**config.mk**
```make
export PLATFORM = sky130hd
export DESIGN_NAME = acmp_top
export DESIGN_NICKNAME = d
export VERILOG_FILES = /design/src/rtl/acmp_pkg.sv /design/src/rtl/acmp_pins_if.sv /design/src/rtl/acmp_edge.sv /design/src/rtl/acmp_sync.sv /design/src/rtl/acmp_top.sv
export VERILOG_INCLUDE_DIRS = /design/src /design/src/rtl
export SDC_FILE = /design/constraint.sdc
export NUM_CORES = 1
export LEC_CHECK = 0
export ABC_AREA = 1
export BUFFER_PORTS_ARGS = -buffer_cell sky130_fd_sc_hd__buf_2
export CAP_MARGIN = 20
export CORE_UTILIZATION = 55
export CTS_BUF_LIST = sky130_fd_sc_hd__clkbuf_4 sky130_fd_sc_hd__clkbuf_8
export DETAILED_ROUTE_END_ITERATION = 12
export PLACE_DENSITY = 0.82
export SLEW_MARGIN = 25
export SYNTH_ARGS = -nofsm -noshare
export SYNTH_HDL_FRONTEND = slang
export SYNTH_HIERARCHICAL = 1
export SYNTH_SLANG_ARGS = --single-unit
```
**constraint.sdc**
```tcl
create_clock -name mclk_in -period 2.6 [get_ports mclk_in]
set_clock_uncertainty 0.15 [all_clocks]
set_input_delay 0.52 -clock mclk_in [delete_from_list [all_inputs] [get_ports mclk_in]]
set_output_delay 0.52 -clock mclk_in [all_outputs]
set_load 0.03 [all_outputs]
```
**src/rtl/acmp_regs.svh**
```systemverilog
/*
 * Offsets, field positions, reset values and widths of the comparator control block.
 * Assumes inclusion by files that compile after it; definitions only.
 */
`ifndef ACMP_REGS_SVH
`define ACMP_REGS_SVH

// ----------------------------------------
// Register byte offsets
// ----------------------------------------
`define ACMP_SFIO_OFS 8'h00
`define ACMP_CCS_OFS 8'h04
`define ACMP_STAT_OFS 8'h08
`define ACMP_MASK_OFS 8'h0C

// ----------------------------------------
// Field positions
// ----------------------------------------
`define ACMP_SFIO_MUXEN 3
`define ACMP_CCS_DIS 7
`define ACMP_CCS_BG 6
`define ACMP_CCS_RES 5
`define ACMP_CCS_FLAG 4
`define ACMP_CCS_IEN 3
`define ACMP_CCS_CAP 2
`define ACMP_CCS_MODE_HI 1
`define ACMP_CCS_MODE_LO 0
`define ACMP_STAT_EVT 0

// ----------------------------------------
// Reset values, widths and the bandgap level code
// ----------------------------------------
`define ACMP_SFIO_RST 8'h00
`define ACMP_CCS_RST 8'h00
`define ACMP_VW 8
`define ACMP_NCH 8
`define ACMP_BANDGAP_CODE 8'h80

`endif

```
**src/rtl/acmp_pkg.sv**
```systemverilog
/*
 * Types shared by the comparator control modules.
 * Assumes nothing beyond a SystemVerilog compiler.
 */
package acmp_pkg;

	typedef enum logic [1:0] {
		ACMP_MODE_TOGGLE = 2'h0,
		ACMP_MODE_RSVD = 2'h1,
		ACMP_MODE_FALL = 2'h2,
		ACMP_MODE_RISE = 2'h3
	} acmp_mode_t;

	typedef logic [7:0] acmp_level_t;

endpackage

```
**src/rtl/acmp_pins_if.sv**
```systemverilog
/*
 * Synchronised analog input levels passed from the pin synchroniser to the control block.
 * Assumes all users run on mclk_in.
 */
`timescale 1ns/10ps
interface acmp_pins_if;
	import acmp_pkg::*;
	acmp_level_t pos;
	acmp_level_t neg;
	acmp_level_t conv [8];
	modport src (output pos, output neg, output conv);
	modport dst (input pos, input neg, input conv);
endinterface

```
**src/rtl/acmp_edge.sv**
```systemverilog
/*
 * Event detector on the synchronised comparator result.
 * Assumes sample_in is a register on mclk_in.
 */
`timescale 1ns/10ps
module acmp_edge
	import acmp_pkg::*;
(
	// Clock and reset
	input wire logic mclk_in,
	input wire logic resetn_in,
	// Sample and mode
	input wire logic sample_in,
	input wire acmp_mode_t mode_in,
	// Event
	output logic event_out
);
	logic prev_q;

	always_ff @(posedge mclk_in) begin
		if (!resetn_in) begin
			prev_q <= 1'b0;
		end else begin
			prev_q <= sample_in;
		end
	end

	always_comb begin
		unique case (mode_in)
			ACMP_MODE_TOGGLE: event_out = sample_in ^ prev_q;
			ACMP_MODE_FALL: event_out = prev_q & ~sample_in;
			ACMP_MODE_RISE: event_out = sample_in & ~prev_q;
			ACMP_MODE_RSVD: event_out = 1'b0;
		endcase
	end
endmodule // acmp_edge

```
**src/rtl/acmp_sync.sv**
```systemverilog
/*
 * Two-stage synchroniser for every analog input level code.
 * Assumes pins_in arrives asynchronously; lane 0 positive, 1 negative, 2..9 converter pins.
 */
`timescale 1ns/10ps
module acmp_sync
	import acmp_pkg::*;
(
	// Clock and reset
	input wire logic mclk_in,
	input wire logic resetn_in,
	// Raw pin levels
	input wire logic [79:0] pins_in,
	// Synchronised levels
	acmp_pins_if.src pins
);
	genvar i;
	for (i = 0; i < 10; i++) begin : g_lane
		acmp_level_t s1_q;
		acmp_level_t s2_q;
		always_ff @(posedge mclk_in) begin
			if (!resetn_in) begin
				s1_q <= 8'h00;
				s2_q <= 8'h00;
			end else begin
				s1_q <= pins_in[i*8 +: 8];
				s2_q <= s1_q;
			end
		end
		if (i == 0) begin : g_pos
			assign pins.pos = s2_q;
		end else if (i == 1) begin : g_neg
			assign pins.neg = s2_q;
		end else begin : g_conv
			assign pins.conv[i-2] = s2_q;
		end
	end
endmodule // acmp_sync

```
**src/rtl/acmp_top.sv**
```systemverilog
/*
 * Analog comparator control: input selection, power-down, result synchronisation,
 * edge interrupt flag, timer capture routing and an APB register slave.
 * Assumes analog levels arrive as 8-bit codes, and converter enable, channel field,
 * global enable and vector acknowledge come from logic on mclk_in.
 */
// The APB interface to the registers and the address map were left to the implementer.
`timescale 1ns/10ps
`include "acmp_regs.svh"
module acmp_top
	import acmp_pkg::*;
(
	// Clock and reset
	input wire logic mclk_in,
	input wire logic resetn_in,
	// APB slave
	input wire logic [7:0] paddr_in,
	input wire logic psel_in,
	input wire logic penable_in,
	input wire logic pwrite_in,
	input wire logic [31:0] pwdata_in,
	output logic [31:0] prdata_out,
	output logic pready_out,
	output logic pslverr_out,
	// Analog level codes
	input wire logic [7:0] positive_input_pin_in,
	input wire logic [7:0] negative_input_pin_in,
	input wire logic [63:0] converter_input_pins_in,
	// Neighbouring logic
	input wire logic converter_enable_in,
	input wire logic [2:0] channel_select_field_in,
	input wire logic global_irq_enable_in,
	input wire logic irq_vector_ack_in,
	// Requests
	output logic comparator_irq_out,
	output logic capture_trigger_out,
	output logic irq_out
);
	// ----------------------------------------
	// Input synchronisation and selection
	// ----------------------------------------
	acmp_pins_if pins ();

	acmp_sync u_sync (
		.mclk_in(mclk_in),
		.resetn_in(resetn_in),
		.pins_in({converter_input_pins_in, negative_input_pin_in, positive_input_pin_in}),
		.pins(pins)
	);

	logic negative_mux_enable_q;
	logic comparator_disable_q;
	logic bandgap_select_q;
	logic comparator_irq_enable_q;
	logic capture_route_enable_q;
	acmp_mode_t irq_mode_q;
	logic comparator_irq_flag_q;
	logic comparator_result_q;
	logic stat_q;
	logic mask_q;
	acmp_level_t pos_sel;
	acmp_level_t neg_sel;
	logic use_mux;

	assign use_mux = negative_mux_enable_q & ~converter_enable_in;
	assign neg_sel = use_mux ? pins.conv[channel_select_field_in] : pins.neg;
	assign pos_sel = bandgap_select_q ? `ACMP_BANDGAP_CODE : pins.pos;

	// Powered-off comparator reads low, so toggling disable can raise an event
	always_ff @(posedge mclk_in) begin
		if (!resetn_in) begin
			comparator_result_q <= 1'b0;
		end else begin
			comparator_result_q <= ~comparator_disable_q & (pos_sel > neg_sel);
		end
	end

	// ----------------------------------------
	// Event detection and flags
	// ----------------------------------------
	logic evt;

	acmp_edge u_edge (
		.mclk_in(mclk_in),
		.resetn_in(resetn_in),
		.sample_in(comparator_result_q),
		.mode_in(irq_mode_q),
		.event_out(evt)
	);

	// ----------------------------------------
	// APB decode
	// ----------------------------------------
	logic acc;
	logic wr;
	logic rd;
	logic hit;

	assign acc = psel_in & penable_in & pready_out;
	assign wr = acc & pwrite_in;
	assign rd = acc & ~pwrite_in;
	assign hit = (paddr_in == `ACMP_SFIO_OFS) || (paddr_in == `ACMP_CCS_OFS) ||
		(paddr_in == `ACMP_STAT_OFS) || (paddr_in == `ACMP_MASK_OFS);

	// Set wins over every clear source
	always_ff @(posedge mclk_in) begin
		if (!resetn_in) begin
			comparator_irq_flag_q <= 1'b0;
		end else if (evt) begin
			comparator_irq_flag_q <= 1'b1;
		end else if (irq_vector_ack_in ||
			(wr && paddr_in == `ACMP_CCS_OFS && pwdata_in[`ACMP_CCS_FLAG])) begin
			comparator_irq_flag_q <= 1'b0;
		end
	end

	always_ff @(posedge mclk_in) begin
		if (!resetn_in) begin
			stat_q <= 1'b0;
		end else if (evt) begin
			stat_q <= 1'b1;
		end else if (rd && paddr_in == `ACMP_STAT_OFS) begin
			stat_q <= 1'b0;
		end
	end

	always_ff @(posedge mclk_in) begin
		if (!resetn_in) begin
			negative_mux_enable_q <= 1'(`ACMP_SFIO_RST >> `ACMP_SFIO_MUXEN);
		end else if (wr && paddr_in == `ACMP_SFIO_OFS) begin
			negative_mux_enable_q <= pwdata_in[`ACMP_SFIO_MUXEN];
		end
	end

	always_ff @(posedge mclk_in) begin
		if (!resetn_in) begin
			{comparator_disable_q, bandgap_select_q} <= 2'h0;
			{comparator_irq_enable_q, capture_route_enable_q} <= 2'h0;
			irq_mode_q <= ACMP_MODE_TOGGLE;
		end else if (wr && paddr_in == `ACMP_CCS_OFS) begin
			comparator_disable_q <= pwdata_in[`ACMP_CCS_DIS];
			bandgap_select_q <= pwdata_in[`ACMP_CCS_BG];
			comparator_irq_enable_q <= pwdata_in[`ACMP_CCS_IEN];
			capture_route_enable_q <= pwdata_in[`ACMP_CCS_CAP];
			irq_mode_q <= acmp_mode_t'(pwdata_in[`ACMP_CCS_MODE_HI:`ACMP_CCS_MODE_LO]);
		end
	end

	always_ff @(posedge mclk_in) begin
		if (!resetn_in) begin
			mask_q <= 1'b0;
		end else if (wr && paddr_in == `ACMP_MASK_OFS) begin
			mask_q <= pwdata_in[`ACMP_STAT_EVT];
		end
	end

	// Answer registered in setup, so every access completes with no wait state
	always_ff @(posedge mclk_in) begin
		if (!resetn_in) begin
			pready_out <= 1'b0;
			pslverr_out <= 1'b0;
			prdata_out <= 32'h00000000;
		end else begin
			pready_out <= psel_in & ~penable_in;
			pslverr_out <= psel_in & ~penable_in & ~hit;
			prdata_out <= 32'h00000000;
			if (psel_in && !penable_in && !pwrite_in) begin
				unique case (paddr_in)
					`ACMP_SFIO_OFS: prdata_out[`ACMP_SFIO_MUXEN] <= negative_mux_enable_q;
					`ACMP_CCS_OFS: prdata_out[7:0] <= {comparator_disable_q, bandgap_select_q,
						comparator_result_q, comparator_irq_flag_q, comparator_irq_enable_q,
						capture_route_enable_q, irq_mode_q};
					`ACMP_STAT_OFS: prdata_out[`ACMP_STAT_EVT] <= stat_q;
					`ACMP_MASK_OFS: prdata_out[`ACMP_STAT_EVT] <= mask_q;
					default: prdata_out <= 32'h00000000;
				endcase
			end
		end
	end

	// ----------------------------------------
	// Requests
	// ----------------------------------------
	// Timer path held low when unrouted; timer needs its own mask too
	always_ff @(posedge mclk_in) begin
		if (!resetn_in) begin
			capture_trigger_out <= 1'b0;
		end else begin
			capture_trigger_out <= capture_route_enable_q & comparator_result_q;
		end
	end

	always_ff @(posedge mclk_in) begin
		if (!resetn_in) begin
			comparator_irq_out <= 1'b0;
		end else begin
			comparator_irq_out <= comparator_irq_flag_q & comparator_irq_enable_q & global_irq_enable_in;
		end
	end

	always_ff @(posedge mclk_in) begin
		if (!resetn_in) begin
			irq_out <= 1'b0;
		end else begin
			irq_out <= stat_q & mask_q;
		end
	end
endmodule // acmp_top

```
==> results of run 1 <==
==> synth_stat cells (4+ instances only) <==
master     n
ha_1      10
nand3_1   63
nor2_2     4
inv_1    226
buf_2     12
nand2_1  288
dfxtp_1  185
inv_2     22
buf_4     29
buf_6     13
a21oi_1   14
nor2_1    31
==> power groups by stage <==
stage | sequential [mW] | combinational (mW) | clock (mW)
after floorplan | 3.05 | 0.339 | 0
after global placement | 3.06 | 0.427 | 0
after detailed placement | 3.06 | 0.437 | 0
after CTS | 2.99 | 0.440 | 2.06
after global routing | 3.00 | 0.505 | 2.19
final | 2.99 | 0.436 | 2.01
==> area by class of cell <==
cell class | instances | share of cell area
sequential | 185 | 0.470
multi-input combinational | 448 | 0.244
inverter | 248 | 0.118
timing repair buffer | 128 | 0.0864
clock buffer | 19 | 0.0324
tap | 168 | 0.0267
clock inverter | 12 | 0.0221
==> kinds of logic after synthesis <==
logic type	count (synthesis)
AOI/OAI and AO/OA	20
other	1
and+or+nand+nor	394
DFF	185
adders and majority gates	10
buffers and inverters	304
==> flip-flops by register name, summed over array words and instances (netlist names), 2 cells and up <==
| signal | count |
|---|---|
| u_sync/g_lane.s1_q | 80 |
| irq_mode_q | 2 |
| u_sync/pins.neg | 8 |
| prdata_out | 8 |
| u_sync/g_lane.s2_q | 64 |
| u_sync/pins.pos | 8 |
==> how the worst min path moves through the flow <==
stage	endpoint	depth (start not counted)	slack [ns]	start
after floorplan	u_sync/g_lane[2].s2_q[0]	2	0.24	u_sync/g_lane[2].s1_q[0]
after global placement	u_sync/pins.neg[4]	2	0.24	u_sync/g_lane[1].s1_q[4]
final	u_sync/g_lane[3].s1_q[6]	3	0.1	converter_input_pins_in[14]
after detailed placement	u_sync/g_lane[9].s2_q[1]	2	0.25	u_sync/g_lane[9].s1_q[1]
after CTS	u_sync/g_lane[9].s1_q[0]	3	0.06	converter_input_pins_in[56]
after global routing	u_sync/g_lane[5].s1_q[1]	3	0.07	converter_input_pins_in[25]
==> worst min-delay path: stages <==
cell,delay (ns)
buf_2,0.07
nand2_1,0.04
inv_1,0.04
==> per-layer routing <==
metal	track usage	routed length [um]
met1	0.242	5380
met2	0.339	5620
met3	0.0524	666
met4	0.0771	190
met5	0	0
==> through the flow <==
stage / std cells / util / hold WS [ns]
floorplan: 937 / - / 0.240
detailed placement: 1177 / 0.615 / 0.246
global route: 1208 / 0.651 / 0.0667
CTS: 1208 / 0.651 / 0.0615
finish: 1208 / 0.651 / 0.0994
global placement: 1177 / 0.615 / 0.245
==> impl_metrics.tcl, run 1 <==
set metrics [dict create \
    track_usage 0.200 \
    synth_area_per_cell_um2 7.56 \
    deepest_level_of_the_cts_h_tree 4 \
    globalplace.congestion 0.805 \
    postSynthRegisterBits 185 \
    most-common-layout-cells "288 x nand2_1, 226 x inv_1, 185 x dfxtp_1, 117 x buf_2, 63 x nand3_1" \
    detail_route.wl_per_cell_um 9.82 \
    worst_setup_path_startpoint "negative_mux_enable_q" \
    syn-cell-area_um2 6910 \
    critical_path.slowest_cell "dfxtp_1" \
    post_route_cells_drive_above_1_share 0.183 \
    power_per_cell_area_nw_per_um2 690 \
    peakVddDrop_mv 0.444 \
    starting_utilization_of_the_core_area 0.570 \
    timing.critical_path.from_type "register" \
    reg2reg_slack_ns 0.52 \
    die_height_um 114 \
    antenna_violations_before_repair 0 \
    comb_power_share 0.080 \
    maxCapViolations 0 \
    grt_pass1_wl_mm 20.1 \
    synth_top_family_by_area "simple AND/OR/NAND/NOR gates" \
    number_of_gates_resized_after_cts 0 \
    ant_nets 0 \
    insertedDiodeCount 0 \
    drt_first_iter_violations 271 \
    detailedRoute.firstPassIterationCount 4 \
    cp.depth 12 \
    number_of_buffers_on_the_longest_clock_path 2 \
    maximum_number_of_pins_on_one_net_before_global_route_repair 86 \
    grt-ovfl-total 0 \
    post_dp_hpwl_mm 8.52 \
    synthAdderAreaFrac 0.0181 \
    synthesis.yosys.warnings 6 \
    power.sequential.fraction 0.550 \
    finalWorstSetupSlack_ns 0.520 \
    finish.net_count 1169 \
    drt_wl_total_mm 11.9 \
    multi_input_comb_area_um2 1930 \
    finalSetupViolations 0 \
    switching_share 0.229 \
    critical_path.endpoint "comparator_result_q" \
    fin_tns_setup_ns 0 \
    finalHoldViolCount 0 \
    critPathBufInv 3 \
    core_area_um2 12100 \
    grt_pass1_vias 4659 \
    switchingPower_mw 1.24 \
    cts_tree "done" \
    yosysSeqAreaShare 0.536 \
    maxSlewViolCount 0 \
    placement.setup.worst_slack_ns 0.125 \
    i_o_buffers 118 \
    cts-root-buf "clkbuf_8" \
    rsz_0062_raised_after_global_routing "false" \
    clock-sinks 185 \
    r2r_end "comparator_result_q" \
    placedInstanceArea_um2 7450 \
    data_arrival_critical_path_ns 2.30 \
    reg2regPathDepth 12 \
    timing.hold.worst.class "in -> reg" \
    rr_startpoint "negative_mux_enable_q" \
    synth.top_cells.by_area "dfxtp_1 54%, nand2_1 16%, inv_1 12%, nand3_1 4.6%, buf_4 3.2%" \
    synth_enable_flop_cells 0 \
    clock_slew_seen_by_the_registers_of_the_worst_setup_and_hold_paths_ns 0.09 \
    synth_simple_gate_area_frac 0.232 \
    fmax_mhz 481 \
    period_share 0.800 \
    detail_route.vias_per_cell 4.20 \
    boundaryPins 168 \
    totalPowerFinal_mw 5.44 \
    cts.hold.buffers_added 0 \
    cell_count_after_synthesis 914 \
    vias 5070 \
    final_common_cell "nand2_1" \
    cts_inserted_buffers 17 \
    area_growth_pct 14.1 \
    ys_flop_type "dfxtp_1" \
    synth_compound_gate_area_share 0.0158 \
    postCtsSetupRepairBufs 0 \
    yosys.area_share.xor_xnor 0 \
    number_of_rows_in_the_core_area 40 \
    status "completed" \
    timing.critical_path.required_ns 2.82 \
    die_area_um2 13000 \
    finalInstanceArea_um2 7880 \
    critPathMaxFanout 9 \
    seq_area_um2 3700 \
    post-route-min-period_ns 2.08 \
    yosys-mux-area-fraction 0 \
    cp-end-kind "register" \
    yosys.area.top_type_share 0.536 \
    drc 0 \
    clock_latency_ns 0.44 \
    p_int_mw 4.19 \
    synthDistinctLibCells 26 \
    ys_async_sr_fraction 0 \
    cp_top_family "simple AND/OR/NAND/NOR gates" \
    slowest_delay_ns 0.35 \
    share_clk_of_total_power 0.370 \
    power.leakage_nw 4.76 \
    path_class "reg -> reg" \
    fillers 1076 \
    biggest_area_consumer_among_synthesized_cells "dfxtp_1" \
    path_cells "inv_1 -> nor2_2 -> inv_1 -> nand2_1 -> nand2_1 -> inv_1 -> ha_1 -> nand2_1 -> nor2_1 -> nand4_1 -> nand3_1 -> a21oi_1" \
    die_x_um 114 \
]
Power figures use the tool's default switching activity.
==> inputs of run 2 (changes only) <==
Settings changed: ABC_AREA 1 to 0, CORE_UTILIZATION 55 to 54.
Clock period 2.6 ns to 2.02 ns, I/O delays scaled along.
==> run 2 against run 1 <==
  * The run now ends with negative setup slack left
  * Utilization increased by 5.1 points
  * Wire length decreased by 1.8%
  * Sequential cell count unchanged
  * Worst setup slack got worse by 0.80 ns
  * Sequential power increased by 29%
  * Cell count decreased by 29%
  * Die area decreased by 7.7%
  * Critical endpoint unchanged
  * Highest routed layer unchanged
==> impl_metrics.tcl, run 2 <==
set metrics [dict create \
    min_delay_src "converter_input_pins_in[51]" \
    biggest_area_consumer_among_synthesized_cells "dfxtp_1" \
    r2r_end "comparator_result_q" \
    finish.net_count 844 \
    track_usage 0.205 \
    data_arrival_critical_path_ns 2.53 \
    number_of_rows_in_the_core_area 38 \
    area_growth_pct 24.0 \
    globalplace.congestion 0.836 \
    synth.top_cells.by_area "dfxtp_1 59%, and2_1 17%, mux4_2 5.8%, buf_4 2.9%, ha_1 2.0%" \
    detailedRoute.firstPassIterationCount 4 \
    totalPowerFinal_mw 6.85 \
    peakVddDrop_mv 0.520 \
    finalWorstSetupSlack_ns -0.281 \
    die_area_um2 12000 \
    synth_area_per_cell_um2 11.7 \
    post_route_cells_drive_above_1_share 0.264 \
    detail_route.vias_per_cell 4.67 \
    vias 4000 \
    cts-root-buf "clkbuf_8" \
    dp.cells 776 \
    die_height_um 110 \
    fmax_mhz 435 \
    rsz_0062_raised_after_global_routing "true" \
    most-common-layout-cells "184 x dfxtp_1, 167 x and2_1, 117 x buf_2, 48 x dlygate4sd3_1, 24 x conb_1" \
    cts_tree "done" \
    path_class "reg -> reg" \
    cp-end-kind "register" \
    die_x_um 110 \
    finalHoldViolCount 0 \
    boundaryPins 168 \
    max_ffs_per_register 80 \
    timing.critical_path.from_type "register" \
    cts_inserted_buffers 17 \
    clock_slew_seen_by_the_registers_of_the_worst_setup_and_hold_paths_ns 0.08 \
    grt_pass1_vias 4030 \
    grt_pass1_wl_mm 18.2 \
    cell_count_after_synthesis 534 \
    biggestRegsByFlops "u_sync/g_lane.s1_q: 80 flops, u_sync/g_lane.s2_q: 64 flops" \
    reg2reg_slack_ns -0.28 \
    critPathMaxFanout 2 \
    maxSlewViolCount 0 \
    synth_enable_flop_cells 0 \
    ys_async_sr_fraction 0 \
    period_share 1.14 \
    core_area_um2 11000 \
    synth.top_cells.by_count "185 x dfxtp_1, 167 x and2_1, 24 x buf_4" \
    syn-cell-area_um2 6250 \
    status "complete, but fails checks" \
    power.leakage_nw 3.42 \
    deepest_level_of_the_cts_h_tree 4 \
    synthesis.yosys.warnings 6 \
    drt_first_iter_violations 180 \
    post-route-min-period_ns 2.30 \
    timing.max_slew.rel_slack 0.654 \
    placement.setup.worst_slack_ns -0.609 \
    clock_latency_ns 0.44 \
    hold_path_depth 2 \
    worstMarginPinSlew_ns 0.519 \
    maximum_number_of_pins_on_one_net_before_global_route_repair 183 \
    post_dp_hpwl_mm 7.63 \
    reg2regPathDepth 9 \
    drt_wl_total_mm 11.7 \
    yosysSeqAreaShare 0.593 \
    fin_tns_setup_ns -0.281 \
    insertedDiodeCount 0 \
    antenna_violations_before_repair 0 \
    number_of_buffers_on_the_longest_clock_path 2 \
    final.hold.worst_slack_ns 0.0252 \
    postCtsSetupRepairBufs 0 \
    timing.critical_path.required_ns 2.24 \
    yosys.cell_count.top_type "dfxtp_1" \
    final_common_cell "dfxtp_1" \
    detail_route.wl_per_cell_um 13.6 \
    maxCapViolations 0 \
    postSynthRegisterBits 185 \
    ant_nets 0 \
    timing.hold.worst.class "in -> reg" \
    clock-sinks 185 \
    fillers 763 \
    hold_end "u_sync/g_lane[8].s1_q[3]" \
    drc 0 \
    i_o_buffers 118 \
    violations "negative setup slack" \
    starting_utilization_of_the_core_area 0.566 \
    yosys.area.top_type_share 0.593 \
    synthDistinctLibCells 38 \
    ys_flop_type "dfxtp_1" \
    number_of_standard_cells_in_the_final_layout_excluding_fillers 856 \
    finalSetupViolations 1 \
    power_per_cell_area_nw_per_um2 885 \
    max_flop_register "u_sync/g_lane.s1_q" \
    grt-ovfl-total 0 \
    rr_startpoint "u_sync/g_lane[4].s2_q[4]" \
]
[run 2: cell types whose count changed after synthesis, sizes merged, moves of 8 or more]
cell / before / now
buf: 54 / 45
and2: 1 / 167
mux4: 0 / 16
o21ai: 3 / 15
inv: 248 / 3
a21oi: 14 / 6
nor2b: 0 / 9
nand2: 289 / 21
nand3: 64 / 6
nor2: 36 / 3
mux2i: 0 / 10
[run 2: report_power, final]
| group | switching, mW | total [mW] | leakage (nW) | internal, mW |
|---|---|---|---|---|
| registers | 0.0486 | 3.85 | 1.53 | 3.80 |
| logic | 0.265 | 0.570 | 1.69 | 0.305 |
| clock network | 1.22 | 2.43 | 0.200 | 1.21 |
| total | 1.53 | 6.85 | 3.42 | 5.32 |
[run 2: cell families after synthesis]
| group | after synthesis | synth area share |
|---|---|---|
| flip-flops | 185 | 0.593 |
| buffers and inverters | 53 | 0.0613 |
| AO/OA/AOI/OAI | 29 | 0.0272 |
| multiplexers | 28 | 0.0773 |
| adder cells (fa/ha/maj) | 10 | 0.0200 |
| other | 1 | 0.000600 |
| AND/OR/NAND/NOR | 228 | 0.221 |
[run 2: worst max path at each step]
stage | start | to | depth (start not counted)
2_1_floorplan | channel_select_field_in[0] | comparator_result_q | 11
3_3_place_gp | channel_select_field_in[0] | comparator_result_q | 11
3_5_place_dp | channel_select_field_in[0] | comparator_result_q | 11
4_1_cts | u_sync/g_lane[8].s2_q[4] | comparator_result_q | 9
5_1_grt | u_sync/g_lane[7].s2_q[7] | comparator_result_q | 9
6_report | u_sync/g_lane[4].s2_q[4] | comparator_result_q | 9
[run 2: area by class of cell]
class                   instances  area, um2  share of cell area
repair buffers                177       1180               0.153
inverters                       3       11.3             0.00145
well taps                     140        175              0.0226
clock inverters                10        119              0.0154
flip-flops and latches        185       3700               0.479
clock buffers                  22        284              0.0367
multi-input cells             319       2270               0.293
[run 2: layer usage]
metal / routed length (um) / global-route usage / vias up
met5: 0 / 0 / -
met1: 4960 / 0.225 / 1835
li1: - / - / 2021
met3: 573 / 0.0587 / 15
met2: 5950 / 0.372 / 129
met4: 172 / 0.0829 / 0
[run 2: critical path: stages, from the launching register on]
cell and delay [ns]:
dfxtp_2 0.33, mux4_2 0.49, mux2i_2 0.21, nand2_1 0.08, o21ai_1 0.09, ha_1 0.17, nand4_1 0.19, o211ai_1 0.20
o2111ai_2 0.18, a21oi_2 0.15
[run 2: what timing repair did]
| item | CTS | global route |
|---|---|---|
| pin swaps | 1 | 6 |
| resized for setup | 1 | 7 |
| setup endpoints to repair | 1 | 1 |
| endpoints found under the hold margin | 47 | 1 |
| hold buffers | 47 | 1 |
[run 2: through the flow]
step                 util  cell area, um2
finish              0.702            7740
global route        0.702            7740
CTS                 0.699            7710
detailed placement  0.620            6840
global placement    0.620            6840
floorplan               -            6370
==> inputs of run 3 (changes only) <==
Settings changed: SLEW_MARGIN 25 to unset, SYNTH_HIERARCHICAL 1 to unset.
==> run 3 against run 2 <==
  * The run still ends with negative setup slack left
  * Critical path depth unchanged
  * Combinational power decreased by 9.5%
  * Design area is 3.2% lower
  * Synthesized cell count grew 0.19%
  * Global-route usage decreased by 1.3 points
  * Hold slack worse by 0.0027 ns
  * Cell count is 3.9% lower
  * Non-clock buffer count down 33
  * Utilization fell by 2.0 points
  * Sequential power about the same
  * Worst setup slack better by 0.13 ns
  * Register-to-register slack improved by 0.13 ns
  * Critical path type unchanged
  * Critical endpoint unchanged
  * Largest power group unchanged
==> impl_metrics.tcl, run 3 <==
set metrics [dict create \
    status "complete, but fails checks" \
    violations "negative setup slack" \
    worstMarginPinSlew_ns 0.520 \
    yosys.cell_count.top_type "dfxtp_1" \
    finalHoldViolCount 0 \
    power_per_cell_area_nw_per_um2 958 \
    power.leakage_nw 3.31 \
    clock_slew_seen_by_the_registers_of_the_worst_setup_and_hold_paths_ns 0.09 \
    core_area_um2 11000 \
    timing.critical_path.required_ns 2.19 \
    grt_pass1_wl_mm 17.2 \
    cell_count_after_synthesis 535 \
    postSynthRegisterBits 185 \
    fillers 786 \
    yosys.area.top_type_share 0.602 \
    vias 3857 \
    post_route_cells_drive_above_1_share 0.274 \
    data_arrival_critical_path_ns 2.35 \
    yosysSeqAreaShare 0.602 \
    grt-ovfl-total 0 \
    i_o_buffers 118 \
    post-route-min-period_ns 2.18 \
    die_height_um 109 \
    most-common-layout-cells "185 x dfxtp_1, 166 x and2_1, 116 x buf_2, 24 x conb_1" \
    globalplace.congestion 0.848 \
    cp-end-kind "register" \
    max_ffs_per_register 80 \
    clock-sinks 185 \
    die_area_um2 11800 \
    critPathMaxFanout 3 \
    number_of_buffers_on_the_longest_clock_path 2 \
    finalSetupViolations 1 \
    finalCoreUtilization 0.682 \
    maxCapViolations 0 \
    multi_input_comb_area_um2 2250 \
    totalPowerFinal_mw 7.18 \
    synthesis.yosys.warnings 0 \
    dp.cells 777 \
    cts_tree "done" \
    detail_route.vias_per_cell 4.69 \
    area_growth_pct 21.7 \
    placedInstanceArea_um2 6870 \
    ant_nets 0 \
    cp_top_family "multiplexers" \
    max_flop_register "u_sync.g_lane.s1_q" \
    drt_wl_total_mm 11.1 \
    cts-root-buf "clkbuf_8" \
    synth.top_cells.by_area "dfxtp_1 60%, and2_1 17%, mux4_2 5.9%, buf_4 2.9%, ha_1 2.0%" \
    grt_pass1_vias 3738 \
    ys_async_sr_fraction 0 \
    seq_area_um2 3700 \
    ys_flop_type "dfxtp_1" \
    cts_inserted_buffers 17 \
    track_usage 0.192 \
    deepest_level_of_the_cts_h_tree 4 \
    drc 0 \
    drt_first_iter_violations 137 \
    maxSlewViolCount 0 \
    number_of_rows_in_the_core_area 38 \
    fmax_mhz 460 \
    antenna_violations_before_repair 0 \
    timing.critical_path.from_type "register" \
    finish.net_count 811 \
    path_cells "mux4_2 -> mux2i_1 -> nand2_1 -> o21ai_1 -> ha_1 -> a21oi_2 -> o211ai_1 -> o2111ai_1 -> a21oi_1" \
    biggest_area_consumer_among_synthesized_cells "dfxtp_1" \
    syn-cell-area_um2 6160 \
    critPathBufInv 0 \
    path_class "reg -> reg" \
    insertedDiodeCount 0 \
    slowest_delay_ns 0.47 \
    rsz_0062_raised_after_global_routing "true" \
    placement.setup.worst_slack_ns -0.627 \
    finalWorstSetupSlack_ns -0.156 \
    timing.hold.worst.class "in -> reg" \
    boundaryPins 168 \
    synth_enable_flop_cells 0 \
    clock_latency_ns 0.43 \
    peakVddDrop_mv 0.673 \
    die_x_um 109 \
    detailedRoute.firstPassIterationCount 4 \
    synth_area_per_cell_um2 11.5 \
    synth.top_cells.by_count "185 x dfxtp_1, 166 x and2_1, 24 x buf_4" \
    period_share 1.08 \
    starting_utilization_of_the_core_area 0.561 \
    finalInstanceArea_um2 7490 \
    detail_route.wl_per_cell_um 13.5 \
    post_dp_hpwl_mm 7.78 \
    biggestRegsByFlops "u_sync.g_lane.s1_q: 80 flops, u_sync.g_lane.s2_q: 64 flops" \
    maximum_number_of_pins_on_one_net_before_global_route_repair 184 \
    synthDistinctLibCells 36 \
    timing.max_slew.rel_slack 0.653 \
    final_common_cell "dfxtp_1" \
    number_of_standard_cells_in_the_final_layout_excluding_fillers 823 \
    critical_path.slowest_cell "mux4_2" \
]
run 3: cell types whose count changed in the layout (fill, tap and decap cells not counted), moves of 2 or more:
cell / delta
dlygate4sd3_1: -34
bufinv_16: +3
nand2_1: -3
buf_12: +2
buf_4: -2
mux2i_1: +2
nor2_1: +2
run 3: final cells by class:
type,instances,area share
inverters,3,0.00150
clock inverters,13,0.0289
clock buffers,19,0.0341
repair buffers,144,0.117
well taps,140,0.0234
flip-flops and latches,185,0.494
multi-input cells,319,0.301
run 3: path summary, 6_finish.rpt:
kind / startpoint / to / slack, ns / depth (start not counted)
worst max-delay path: u_sync.g_lane[8].s2_q[7] / comparator_result_q / -0.16 / 9
worst min-delay path: converter_input_pins_in[12] / u_sync.g_lane[3].s1_q[4] / 0.02 / 2
worst max register to register: u_sync.g_lane[8].s2_q[7] / comparator_result_q / -0.16 / 9
worst min register to register: u_sync.g_lane[8].s1_q[0] / u_sync.g_lane[8].s2_q[0] / 0.29 / 1
run 3: logic make-up after synthesis:
kind of cell | count (synthesis) | share of synthesized area
AND/OR/NAND/NOR | 227 | 0.223
flip-flops | 185 | 0.602
buffers and inverters | 54 | 0.0482
AO/OA/AOI/OAI | 30 | 0.0284
multiplexers | 28 | 0.0782
adder cells (fa/ha/maj) | 10 | 0.0203
other | 1 | 0.000609
run 3: through the flow:
step	setup TNS (ns)	hold WS (ns)
5_1_grt	-0.245	0.00130
4_1_cts	-0.127	0.0000246
3_3_place_gp	-1.63	0.265
6_report	-0.156	0.0225
2_1_floorplan	-0.342	0.262
3_5_place_dp	-2.12	0.268
run 3: worst reg2reg max path, delay by kind of cell (launching register included):
| family | cells | cell delay, ns |
|---|---|---|
| adder cells (fa/ha/maj) | 1 | 0.29 |
| multiplexers | 2 | 0.66 |
| AO/OA/AOI/OAI | 5 | 0.57 |
| AND/OR/NAND/NOR | 1 | 0.07 |
| flip-flops | 1 | 0.31 |
run 3: timing repair:
item	in CTS	in global routing
gates resized for setup	3	3
cloned	0	0
hold buffers	9	5
pin swaps	4	2
endpoints found under the setup margin	1	1
endpoints found under the hold margin	9	5
buffers inserted	0	0
run 3: power by group:
| group | switching (mW) | leakage [nW] | internal [mW] |
|---|---|---|---|
| registers | 0.0503 | 1.53 | 3.80 |
| logic | 0.249 | 1.55 | 0.266 |
| clock network | 1.27 | 0.232 | 1.54 |
run 3: per-layer routing:
| metal | track usage | share of wire |
|---|---|---|
| met1 | 0.227 | 0.44 |
| met2 | 0.335 | 0.49 |
| met3 | 0.0496 | 0.052 |
| met4 | 0.0734 | 0.019 |
| met5 | 0 | 0 |
